--- config.mk ---
export PLATFORM = sky130hd
export DESIGN_NAME = sbg_baud_gen
export DESIGN_NICKNAME = d
export VERILOG_FILES = /design/src/sbg_pkg.sv /design/src/sbg_line_sync.sv /design/src/sbg_baud_gen.sv
export SDC_FILE = /design/constraint.sdc
export NUM_CORES = 1
export LEC_CHECK = 0
export BUFFER_PORTS_ARGS = -buffer_cell sky130_fd_sc_hd__buf_2
export CAP_MARGIN = 30
export CORE_ASPECT_RATIO = 0.7
export CORE_UTILIZATION = 45
export DETAILED_ROUTE_END_ITERATION = 8
export PLACE_DENSITY = 0.69
export SLEW_MARGIN = 10
export SYNTH_ARGS = -nofsm -noshare
export SYNTH_HDL_FRONTEND = slang
export SYNTH_HIERARCHICAL = 1
export SYNTH_SLANG_ARGS = --single-unit
--- constraint.sdc ---
create_clock -name mclk_i -period 3.9 [get_ports mclk_i]
set_input_delay 0.39 -clock mclk_i [delete_from_list [all_inputs] [get_ports mclk_i]]
set_output_delay 0.39 -clock mclk_i [all_outputs]
set_load 0.01 [all_outputs]
--- src/sbg_pkg.sv ---
// sbg_pkg: constants, state encodings and state records of the baud generator
// assumes a single core clock; every consumer refers to names as sbg_pkg::name
package sbg_pkg;

  localparam int SBG_PRE_W = 10;
  localparam int SBG_DIV_W = 16;
  localparam int SBG_LOW_MSB = 7;
  localparam int SBG_EDGE_W = 3;

  // base clock dividers of the core clock, and the measuring clock factor
  localparam logic [SBG_PRE_W-1:0] SBG_BASE_SLOW = 10'h040;
  localparam logic [SBG_PRE_W-1:0] SBG_BASE_MID = 10'h010;
  localparam logic [SBG_PRE_W-1:0] SBG_BASE_FAST = 10'h004;
  localparam logic [SBG_PRE_W-1:0] SBG_PRE_ONE = 10'h001;
  localparam logic [SBG_PRE_W-1:0] SBG_PRE_ZERO = 10'h000;
  localparam int SBG_ABD_SHIFT = 3;

  localparam logic [1:0] SBG_SEL_NONE = 2'h0;
  localparam logic [1:0] SBG_SEL_ONE = 2'h1;
  localparam logic [1:0] SBG_SEL_BOTH = 2'h2;

  localparam logic [SBG_DIV_W-1:0] SBG_DIV_ZERO = 16'h0000;
  localparam logic [SBG_DIV_W-1:0] SBG_DIV_ONE = 16'h0001;
  localparam logic [SBG_DIV_W-1:0] SBG_DIV_FULL = 16'hffff;
  localparam logic [7:0] SBG_ZERO_BYTE = 8'h00;

  localparam logic [SBG_EDGE_W-1:0] SBG_EDGE_ZERO = 3'h0;
  localparam logic [SBG_EDGE_W-1:0] SBG_EDGE_FIRST = 3'h1;
  localparam logic [SBG_EDGE_W-1:0] SBG_EDGE_STEP = 3'h1;
  localparam logic [SBG_EDGE_W-1:0] SBG_EDGE_LAST = 3'h4;

  typedef enum logic [3:0] {
    SBG_AB_IDLE = 4'b0001,
    SBG_AB_FALL = 4'b0010,
    SBG_AB_RISE = 4'b0100,
    SBG_AB_COUNT = 4'b1000
  } sbg_ab_state_type;

  typedef enum logic [2:0] {
    SBG_WK_IDLE = 3'b001,
    SBG_WK_FALL = 3'b010,
    SBG_WK_RISE = 3'b100
  } sbg_wk_state_type;

  // state of the line synchroniser
  typedef struct packed {
    logic [2:0] stage;
    logic level;
    logic rise;
    logic fall;
  } sbg_sync_type;

  // state of the generator
  typedef struct packed {
    sbg_ab_state_type ab;
    sbg_wk_state_type wk;
    logic [SBG_PRE_W-1:0] pre;
    logic [SBG_DIV_W-1:0] timer;
    logic [SBG_DIV_W-1:0] divisor;
    logic [SBG_EDGE_W-1:0] edges;
    logic ab_en;
    logic ovf;
    logic wakeup_enable;
    logic rif;
    logic idle;
    logic tick;
    logic hold;
    logic wake_evt;
  } sbg_state_type;

  // line events handed from the synchroniser
  typedef struct packed {
    logic level;
    logic rise;
    logic fall;
  } sbg_line_type;

endpackage : sbg_pkg

--- src/sbg_line_sync.sv ---
// sbg_line_sync: three-stage synchroniser of the receive line with edge pulses
// assumes the line is asynchronous to mclk_i; idles high like a serial line
`timescale 1ns/1ns
module sbg_line_sync (
  input wire logic mclk_i,
  input wire logic nrst_i,
  input wire logic receive_line_i,
  output sbg_pkg::sbg_line_type line_o
);

  sbg_pkg::sbg_sync_type st;
  sbg_pkg::sbg_sync_type next_st;

  // a change is taken only once the second and third stages agree
  always_comb
  begin
    next_st = st;
    next_st.stage = {st.stage[1:0], receive_line_i};
    next_st.rise = 1'b0;
    next_st.fall = 1'b0;
    if (st.stage[1] == st.stage[2] && st.stage[2] != st.level)
    begin
      next_st.level = st.stage[2];
      next_st.rise = st.stage[2];
      next_st.fall = ~st.stage[2];
    end
  end

  // reset to the idle-high line so no false edge follows reset
  always_ff @(posedge mclk_i or negedge nrst_i)
  begin
    if (!nrst_i)
    begin
      st <= '{stage: 3'h7, level: 1'b1, rise: 1'b0, fall: 1'b0};
    end
    else
    begin
      st <= next_st;
    end
  end

  assign line_o = '{level: st.level, rise: st.rise, fall: st.fall};

endmodule : sbg_line_sync

--- src/sbg_baud_gen.sv ---
// sbg_baud_gen: baud-rate timer with auto-baud measurement and wake-up on break
// assumes control strobes come from core logic on mclk_i, the line from a pin
`timescale 1ns/1ns
module sbg_baud_gen (
  input wire logic mclk_i,
  input wire logic nrst_i,
  input wire logic port_enable_i,
  input wire logic sync_mode_i,
  input wire logic sleep_i,
  input wire logic wide_divisor_select_i,
  input wire logic high_speed_select_i,
  input wire logic divisor_write_i,
  input wire logic [7:0] divisor_high_byte_i,
  input wire logic [7:0] divisor_low_byte_i,
  input wire logic autobaud_set_i,
  input wire logic autobaud_clear_i,
  input wire logic overflow_clear_i,
  input wire logic wakeup_set_i,
  input wire logic wakeup_clear_i,
  input wire logic receive_data_read_i,
  input wire logic receive_line_i,
  output logic [15:0] divisor_pair_o,
  output logic baud_tick_o,
  output logic autobaud_enable_o,
  output logic autobaud_overflow_flag_o,
  output logic wakeup_enable_o,
  output logic receive_interrupt_flag_o,
  output logic receive_idle_status_o,
  output logic receiver_hold_o,
  output logic wake_event_o
);

  sbg_pkg::sbg_state_type st;
  sbg_pkg::sbg_state_type next_st;
  sbg_pkg::sbg_line_type line;
  logic hs_eff;
  logic [1:0] nsel;
  logic [sbg_pkg::SBG_PRE_W-1:0] base_div;
  logic [sbg_pkg::SBG_PRE_W-1:0] pre_lim;
  logic pre_hit;
  logic [sbg_pkg::SBG_DIV_W-1:0] top;
  logic measuring;
  logic ab_done;
  logic ab_wrap;
  logic wake_fall;
  logic break_end;

  sbg_line_sync u_sync (
    .mclk_i(mclk_i),
    .nrst_i(nrst_i),
    .receive_line_i(receive_line_i),
    .line_o(line)
  );

  // clock selection: high speed select counts only in asynchronous mode
  always_comb
  begin
    hs_eff = high_speed_select_i & ~sync_mode_i;
    nsel = {1'b0, wide_divisor_select_i} + {1'b0, hs_eff};
    unique case (nsel)
      sbg_pkg::SBG_SEL_NONE: base_div = sbg_pkg::SBG_BASE_SLOW;
      sbg_pkg::SBG_SEL_ONE: base_div = sbg_pkg::SBG_BASE_MID;
      default: base_div = sbg_pkg::SBG_BASE_FAST;
    endcase
    measuring = (st.ab == sbg_pkg::SBG_AB_COUNT);
    // measuring clock is the base clock slowed eightfold
    pre_lim = measuring ? (base_div << sbg_pkg::SBG_ABD_SHIFT) : base_div;
    // at or past the limit counts as a hit, so a smaller divider chosen mid-count
    // restarts the prescaler instead of letting it run round its full range
    pre_hit = (st.pre >= pre_lim - sbg_pkg::SBG_PRE_ONE) && !sleep_i;
    // narrow mode compares against the low byte only
    top = wide_divisor_select_i ? st.divisor :
      {sbg_pkg::SBG_ZERO_BYTE, st.divisor[sbg_pkg::SBG_LOW_MSB:0]};
  end

  // event terms shared by the flag logic and the checks below
  always_comb
  begin
    ab_done = measuring && line.rise && st.edges == sbg_pkg::SBG_EDGE_LAST;
    ab_wrap = measuring && pre_hit && st.divisor == sbg_pkg::SBG_DIV_FULL;
    wake_fall = (st.wk == sbg_pkg::SBG_WK_FALL) && line.fall;
    break_end = (st.wk == sbg_pkg::SBG_WK_RISE) && line.rise;
  end

  // next state of the whole generator
  always_comb
  begin
    next_st = st;
    next_st.tick = 1'b0;
    next_st.wake_evt = 1'b0;
    // prescaler: frozen in sleep, restarted when a new divisor lands
    if (!sleep_i)
    begin
      next_st.pre = pre_hit ? sbg_pkg::SBG_PRE_ZERO : st.pre + sbg_pkg::SBG_PRE_ONE;
    end
    // free-running timer; stays cleared while the line times the counter
    if (measuring || st.ab != sbg_pkg::SBG_AB_IDLE)
    begin
      next_st.timer = sbg_pkg::SBG_DIV_ZERO;
    end
    else if (pre_hit)
    begin
      if (st.timer >= top)
      begin
        next_st.timer = sbg_pkg::SBG_DIV_ZERO;
        next_st.tick = 1'b1;
      end
      else
      begin
        next_st.timer = st.timer + sbg_pkg::SBG_DIV_ONE;
      end
    end
    // a write during measurement would corrupt the count, so it is dropped
    if (divisor_write_i && st.ab == sbg_pkg::SBG_AB_IDLE)
    begin
      next_st.divisor = {divisor_high_byte_i, divisor_low_byte_i};
      next_st.timer = sbg_pkg::SBG_DIV_ZERO;
      next_st.pre = sbg_pkg::SBG_PRE_ZERO;
    end
    // auto-baud enable: a fresh set wins over completion or abort
    next_st.ab_en = (st.ab_en & ~autobaud_clear_i & ~ab_done) | autobaud_set_i;
    // wake enable arms in asynchronous mode only
    next_st.wakeup_enable = (st.wakeup_enable & ~wakeup_clear_i & ~break_end) |
      (wakeup_set_i & ~sync_mode_i);
    // measurement sequencer
    unique case (st.ab)
      sbg_pkg::SBG_AB_IDLE:
      begin
        // with wake enabled the break passes first, then the sync byte
        if (st.ab_en && !st.wakeup_enable && !sleep_i)
        begin
          next_st.ab = sbg_pkg::SBG_AB_FALL;
        end
      end
      sbg_pkg::SBG_AB_FALL:
      begin
        if (line.fall)
        begin
          next_st.ab = sbg_pkg::SBG_AB_RISE;
        end
      end
      sbg_pkg::SBG_AB_RISE:
      begin
        if (line.rise)
        begin
          next_st.ab = sbg_pkg::SBG_AB_COUNT;
          next_st.divisor = sbg_pkg::SBG_DIV_ONE;
          next_st.edges = sbg_pkg::SBG_EDGE_FIRST;
          next_st.pre = sbg_pkg::SBG_PRE_ZERO;
        end
      end
      sbg_pkg::SBG_AB_COUNT:
      begin
        if (pre_hit)
        begin
          next_st.divisor = st.divisor + sbg_pkg::SBG_DIV_ONE;
        end
        if (line.rise)
        begin
          next_st.edges = st.edges + sbg_pkg::SBG_EDGE_STEP;
        end
        if (ab_done)
        begin
          next_st.ab = sbg_pkg::SBG_AB_IDLE;
          next_st.edges = sbg_pkg::SBG_EDGE_ZERO;
        end
      end
    endcase
    // an abort returns the sequencer to idle at once, whatever edges are still to come; an armed wake enable still holds the receiver
    if (autobaud_clear_i && !autobaud_set_i)
    begin
      next_st.ab = sbg_pkg::SBG_AB_IDLE;
      next_st.edges = sbg_pkg::SBG_EDGE_ZERO;
    end
    // wake watcher: falling edge is the event, the next rise ends the break
    unique case (st.wk)
      sbg_pkg::SBG_WK_IDLE:
      begin
        if (st.wakeup_enable)
        begin
          next_st.wk = sbg_pkg::SBG_WK_FALL;
        end
      end
      sbg_pkg::SBG_WK_FALL:
      begin
        if (!st.wakeup_enable)
        begin
          next_st.wk = sbg_pkg::SBG_WK_IDLE;
        end
        else if (line.fall)
        begin
          next_st.wk = sbg_pkg::SBG_WK_RISE;
          next_st.wake_evt = 1'b1;
        end
      end
      sbg_pkg::SBG_WK_RISE:
      begin
        if (!st.wakeup_enable || line.rise)
        begin
          next_st.wk = sbg_pkg::SBG_WK_IDLE;
        end
      end
    endcase
    // flags: a setting event in the clearing cycle is kept
    next_st.rif = wake_fall | ab_done | ab_wrap |
      (st.rif & ~receive_data_read_i);
    next_st.ovf = ab_wrap | (st.ovf & ~overflow_clear_i);
    next_st.idle = (next_st.ab == sbg_pkg::SBG_AB_IDLE);
    next_st.hold = (next_st.ab != sbg_pkg::SBG_AB_IDLE) | next_st.wakeup_enable;
  end

  // the disabled port is held in its reset state
  always_ff @(posedge mclk_i or negedge nrst_i)
  begin
    if (!nrst_i)
    begin
      st <= '{ab: sbg_pkg::SBG_AB_IDLE, wk: sbg_pkg::SBG_WK_IDLE, pre: '0, timer: '0,
        divisor: '0, edges: '0, idle: 1'b1, default: 1'b0};
    end
    else if (!port_enable_i)
    begin
      st <= '{ab: sbg_pkg::SBG_AB_IDLE, wk: sbg_pkg::SBG_WK_IDLE, pre: '0, timer: '0,
        divisor: '0, edges: '0, idle: 1'b1, default: 1'b0};
    end
    else
    begin
      st <= next_st;
    end
  end

  // every output is a flip-flop of the state record
  assign divisor_pair_o = st.divisor;
  assign baud_tick_o = st.tick;
  assign autobaud_enable_o = st.ab_en;
  assign autobaud_overflow_flag_o = st.ovf;
  assign wakeup_enable_o = st.wakeup_enable;
  assign receive_interrupt_flag_o = st.rif;
  assign receive_idle_status_o = st.idle;
  assign receiver_hold_o = st.hold;
  assign wake_event_o = st.wake_evt;
endmodule : sbg_baud_gen

# Word-level counts from Yosys, hierarchy flattened
# Cells that the tools add are included.
# word_totals
register_bits	66
output_inout_bits	24
# classes
n_addsub	6
magnitude_cmp	2
n_eq_ne	22
muxes	36
bitwise	23
n_reduce_logical	20
# op_table
operator	n
2-to-1 mux 16 bit	5
2-to-1 mux 60 bit	1
2-to-1 mux 10 bit	5
2-to-1 mux 42 bit	1
one-hot mux 19 bit (2 select lines)	1
adder 16 x 1 -> 16 bit, second input constant	2
2-to-1 mux 3 bit	7
2-to-1 mux 4 bit	5
2-to-1 mux 19 bit	1
equality test 16 bit, second input constant	1
greater-or-equal comparator 16 bit	1
inequality test 4 x 1 -> 1 bit, second input constant	4
one-hot mux 4 bit (4 select lines)	1
one-hot mux 7 bit (2 select lines)	1
logical AND 1 bit	12
adder 10 x 1 -> 10 bit, second input constant	1
greater-or-equal comparator 10 bit	1
subtractor 10 x 1 -> 10 bit, second input constant	1
one-hot mux 3 bit (3 select lines)	1
AND 1 bit	8
equality test 4 x 1 -> 1 bit, second input constant	2
inequality test 4 x 3 -> 1 bit, second input constant	2
NOT 1 bit	8
bitwise OR 1 bit	7
other kinds (20)	30

# Logic depth before layout (Yosys ltp)
# logic_depth
depth_word	16
mapped_depth	16

# By module
# Netlist, hierarchy kept.
# by_module_without_submodules
mod	n_inst	cells_per_inst	area_per_inst_um2	seq_area_each_um2
sbg_baud_gen	1	512	4317.9	1505.2
sbg_line_sync	1	12	206.4	155.1

# Worst setup path before layout
# OpenSTA, ideal clock, no wires.
# synth_path
kind	input to register
from	in wide_divisor_select_i
to	reg st[40] (netlist name)
setup_time_ps	87
arrival_ps	3041
setup_slack_ps	772
cell_stages	16
n_path_buf	3
path_cell_list	clkbuf_1 inv_1 ha_1 nor2_1 o21ai_0 o21ai_0 a31oi_1 ha_1 a211oi_1 o21ai_0 o211a_1 buf_2 nor2_4 buf_4 a31oi_1 o22ai_1
# synth_between
elab_chain_cells	8
elab_cells_between_ends	16
classes_between	add/sub (2); order compare (2); eq/ne (2); mux (8); reduce/logical (2)
# synth_lines
item	line_no	text
from (decl)	sbg_baud_gen.sv:10	input wire logic wide_divisor_select_i,
adder 1 x 1 -> 2 bit	sbg_baud_gen.sv:59	nsel = {1'b0, wide_divisor_select_i} + {1'b0, hs_eff};
equality test 2 x 1 -> 1 bit / zero test 2 bit (equally long branches)	sbg_baud_gen.sv:60	unique case (nsel)
one-hot mux 7 bit (2 select lines)	sbg_baud_gen.sv:60	
2-to-1 mux 10 bit	sbg_baud_gen.sv:67	pre_lim = measuring ? (base_div << sbg_pkg::SBG_ABD_SHIFT) : base_div;
subtractor 10 x 1 -> 10 bit	sbg_baud_gen.sv:70	pre_hit = (st.pre >= pre_lim - sbg_pkg::SBG_PRE_ONE) && !sleep_i;
greater-or-equal comparator 10 bit	sbg_baud_gen.sv:70	
logical AND 1 bit	sbg_baud_gen.sv:70	
inequality test 4 x 1 -> 1 bit (no source line)	--	
to (signal assigned)	sbg_baud_gen.sv:217	st <= '{ab: sbg_pkg::SBG_AB_IDLE, wk: sbg_pkg::SBG_WK_IDLE, pre: '0, timer: '0,
to (signal assigned)	sbg_baud_gen.sv:222	st <= '{ab: sbg_pkg::SBG_AB_IDLE, wk: sbg_pkg::SBG_WK_IDLE, pre: '0, timer: '0,
to (signal assigned)	sbg_baud_gen.sv:227	st <= next_st;
to (decl)	sbg_baud_gen.sv:33	sbg_pkg::sbg_state_type st;
# Parallel ways exist; a longest one is shown, timed or not. The select of a mux whose other input is x is not followed.
# A chain may end at the register's enable or synchronous reset.

# Final worst setup path
# layout_path
from	reg st[58] (netlist name)
to	reg st (netlist bit divisor_pair_o[4])
# layout_between
elab_chain_cells	8
elab_cells_between_ends	13
classes_between	add/sub (1); order compare (1); eq/ne (3); mux (6); reduce/logical (2)
# layout_lines
item	line_no	text
equality test 4 bit	sbg_baud_gen.sv:65, sbg_baud_gen.sv:126	
2-to-1 mux 10 bit	sbg_baud_gen.sv:67	
subtractor 10 x 1 -> 10 bit	sbg_baud_gen.sv:70	
greater-or-equal comparator 10 bit	sbg_baud_gen.sv:70	
logical AND 1 bit	sbg_baud_gen.sv:70	
2-to-1 mux 16 bit	sbg_baud_gen.sv:154	if (pre_hit)
one-hot mux 19 bit (2 select lines) *	sbg_baud_gen.sv:126	unique case (st.ab)
2-to-1 mux 60 bit *	sbg_baud_gen.sv:220	else if (!port_enable_i)
# Mark *: on every way between the ends. The rest lies on a longest branch, timed or not. The select of a mux whose other input is x is not followed.

==> flow_summary.yaml <==
global_routing:
  grt_start_max_net_pins: 26
  grt_pass1_vias: 3929
  grt_usage_pct: 24.4
  grt_pass1_wl_um: 19700
  overflow: 0
  antenna_found_initial: 0
finish:
  fin_cells: 691
  fill_cells: 889
  multi_input_area_um2: 2520
  diodes: 0
  register_area_um2: 1660
  final_core_util_pct: 52.5
  fin_area_um2: 5100
  drive_gt1_share_pct: 17.1
  nNetsFinal: 621
  syn2layout_area_growth_pct: 12.9
detailed_routing:
  first_pass_iters: 5
  dr.first_iter.drc_count: 417
  wire_per_inst_um: 16.8
  route.detailed.drc: 0
  drt_wl_total_um: 11600
  vias: 4044
  ant_nets: 0
  vias_per_cell: 5.85
floorplanning:
  fp.dieW_um: 122
  dieArea_um2: 10400
  io_pins: 55
  dieHeight_um: 85.8
  core-area_um2: 9720
  start_util_pct: 46.5
  rows: 30
timing:
  final.min_clock_period_ns: 3.60
  finalMaxSlewViolations: 0
  setup-tns-final_ns: 0
  fin_hold_ws_ns: 0.0379
  finalCritPeriodShare_pct: 92.4
  relSlewSlack_pct: 37.0
  finalWorstSetupSlack_ns: 0.296
  clock-skew-final_ns: 0.00711
  tightest_slew_ns: 0.942
  setup_viol: 0
  grt_setup_unrepaired: "no"
  fmax_mhz: 277
  finalHoldViolations: 0
setup_path:
  path_class: "flip-flop to flip-flop"
  reg2reg_depth: 10
  worstSetupEndpointType: "flip-flop"
  cp_max_fo: 14
  r2r_start: "st[58]"
  r2r_slack_ns: 0.30
  cp-start-kind: "flip-flop"
  timing.rr.end: "divisor_pair_o[4]"
  cp.required_ns: 4.12
  worst-endpoint-arrival_ns: 3.82
pwr:
  power.static_leakage_nw: 2.26
  clockPowerShare_pct: 45.9
  switching_share_pct: 27.4
  p_total_mw: 1.79
  seqPwrFrac_pct: 41.9
  power_frac_comb_pct: 12.2
  p_int_mw: 1.30
  ir_drop_v: 0.000215
  p_switching_uw: 490
  p_per_area_nw_per_um2: 351
placement:
  hpwl_um: 8770
  dp_slack_ns: 0.269
  dp.cells: 675
  routabilityCongestion: 0.901
  place_area_um2: 4800
  port_buffers: 54
run_status:
  status: "complete, no violations"
cts:
  cts_buffers: 9
  cts_max_path_buffers: 2
  cts-root-buf: "clkbuf_16"
  cts_sinks: 66
  htree_levels: 3
  clk_pin_slew_worst_paths_ns: 0.06
  tritoncts: "yes"
  cts_resized: 0
  clock_latency_ns: 0.34
logic_synthesis:
  yosysWarnings: 6
  synthCells: 523
  syn_area_um2: 4520
  avgSynthCellArea_um2: 8.64
  synthesis.nets: 586
run:
  cap_violations: 0
worst_hold_path:
  hold_class: "input pin to async pin"
==> worst max-delay path by stage <==
stage	from	endpoint	cells past startpoint	slack [ns]
4_1_cts	st[58]	divisor_pair_o[4]	10	0.31
2_1_floorplan	wide_divisor_select_i	st[40]	16	0.77
3_5_place_dp	sync_mode_i	divisor_pair_o[4]	14	0.27
6_report	st[58]	divisor_pair_o[4]	10	0.30
3_3_place_gp	sync_mode_i	divisor_pair_o[3]	14	0.44
5_1_grt	st[58]	divisor_pair_o[4]	10	0.02
==> registers in the layout (all words and copies together), names as in the netlist <==
register and flops:
baud_tick_o 1, receive_interrupt_flag_o 1, autobaud_enable_o 1, wake_event_o 1, autobaud_overflow_flag_o 1, u_sync/line_o 3, u_sync/next_st 2, wakeup_enable_o 1
u_sync/st 1, receiver_hold_o 1, divisor_pair_o 16, receive_idle_status_o 1, st 36
==> critical path, stage by stage (launching register included) <==
cell and delay, ns:
dfrtp_1 0.55, nor4b_2 0.41, buf_4 0.23, mux2i_1 0.12, ha_1 0.33, and3_1 0.19
a221o_1 0.35, a2111o_1 0.45, a22oi_2 0.51, o21ai_0 0.19, o311ai_0 0.14
==> layer usage <==
metal  up-vias  track usage (%)  share of wire (%)
li1       1933                -                  -
met1      1968             36.0                 50
met2       126             34.7                 42
met3        17             5.05                5.6
met4         0             9.32                1.9
met5         -                0                  0
==> power groups by stage <==
stage	Clock (mW)	Combinational [mW]	Sequential, mW
after floorplan	0	0.159	0.744
after global routing	0.868	0.246	0.753
after CTS	0.840	0.219	0.749
final	0.822	0.218	0.749
after global placement	0	0.206	0.759
after detailed placement	0	0.217	0.761
==> layout make-up <==
| cell class | count | area share [%] |
|---|---|---|
| Multi-Input combinational cell | 389 | 49.3 |
| Sequential cell | 66 | 32.6 |
| Timing Repair Buffer | 61 | 6.72 |
| Clock buffer | 9 | 4.42 |
| Tap cell | 128 | 3.14 |
| Inverter | 31 | 2.28 |
| Clock inverter | 7 | 1.55 |
==> placed cells by master (no fill, tap or decap), types with 4 or more instances in the layout <==
master,n
dfrtp_1,59
nand2_1,58
buf_2,54
nor2_1,42
ha_1,32
inv_1,31
nand3_1,26
a21oi_1,22
o21ai_0,19
a31oi_1,17
nand4_1,16
nor3_1,14
o22ai_1,11
mux2i_1,11
xor2_1,10
nand2b_1,9
clkbuf_16,9
and3_1,8
o21ai_1,8
nor2b_1,7
dfstp_2,7
and2_1,6
buf_4,6
xnor2_1,5
and4_1,5
or3_1,4
o21a_1,4
o211ai_1,4
==> repair_timing <==
item | in CTS | in global routing
buffers inserted | 0 | 0
hold buffers | 0 | 0
endpoints found under the setup margin | 0 | 1
Note: power is estimated with default switching activity, not from simulation.
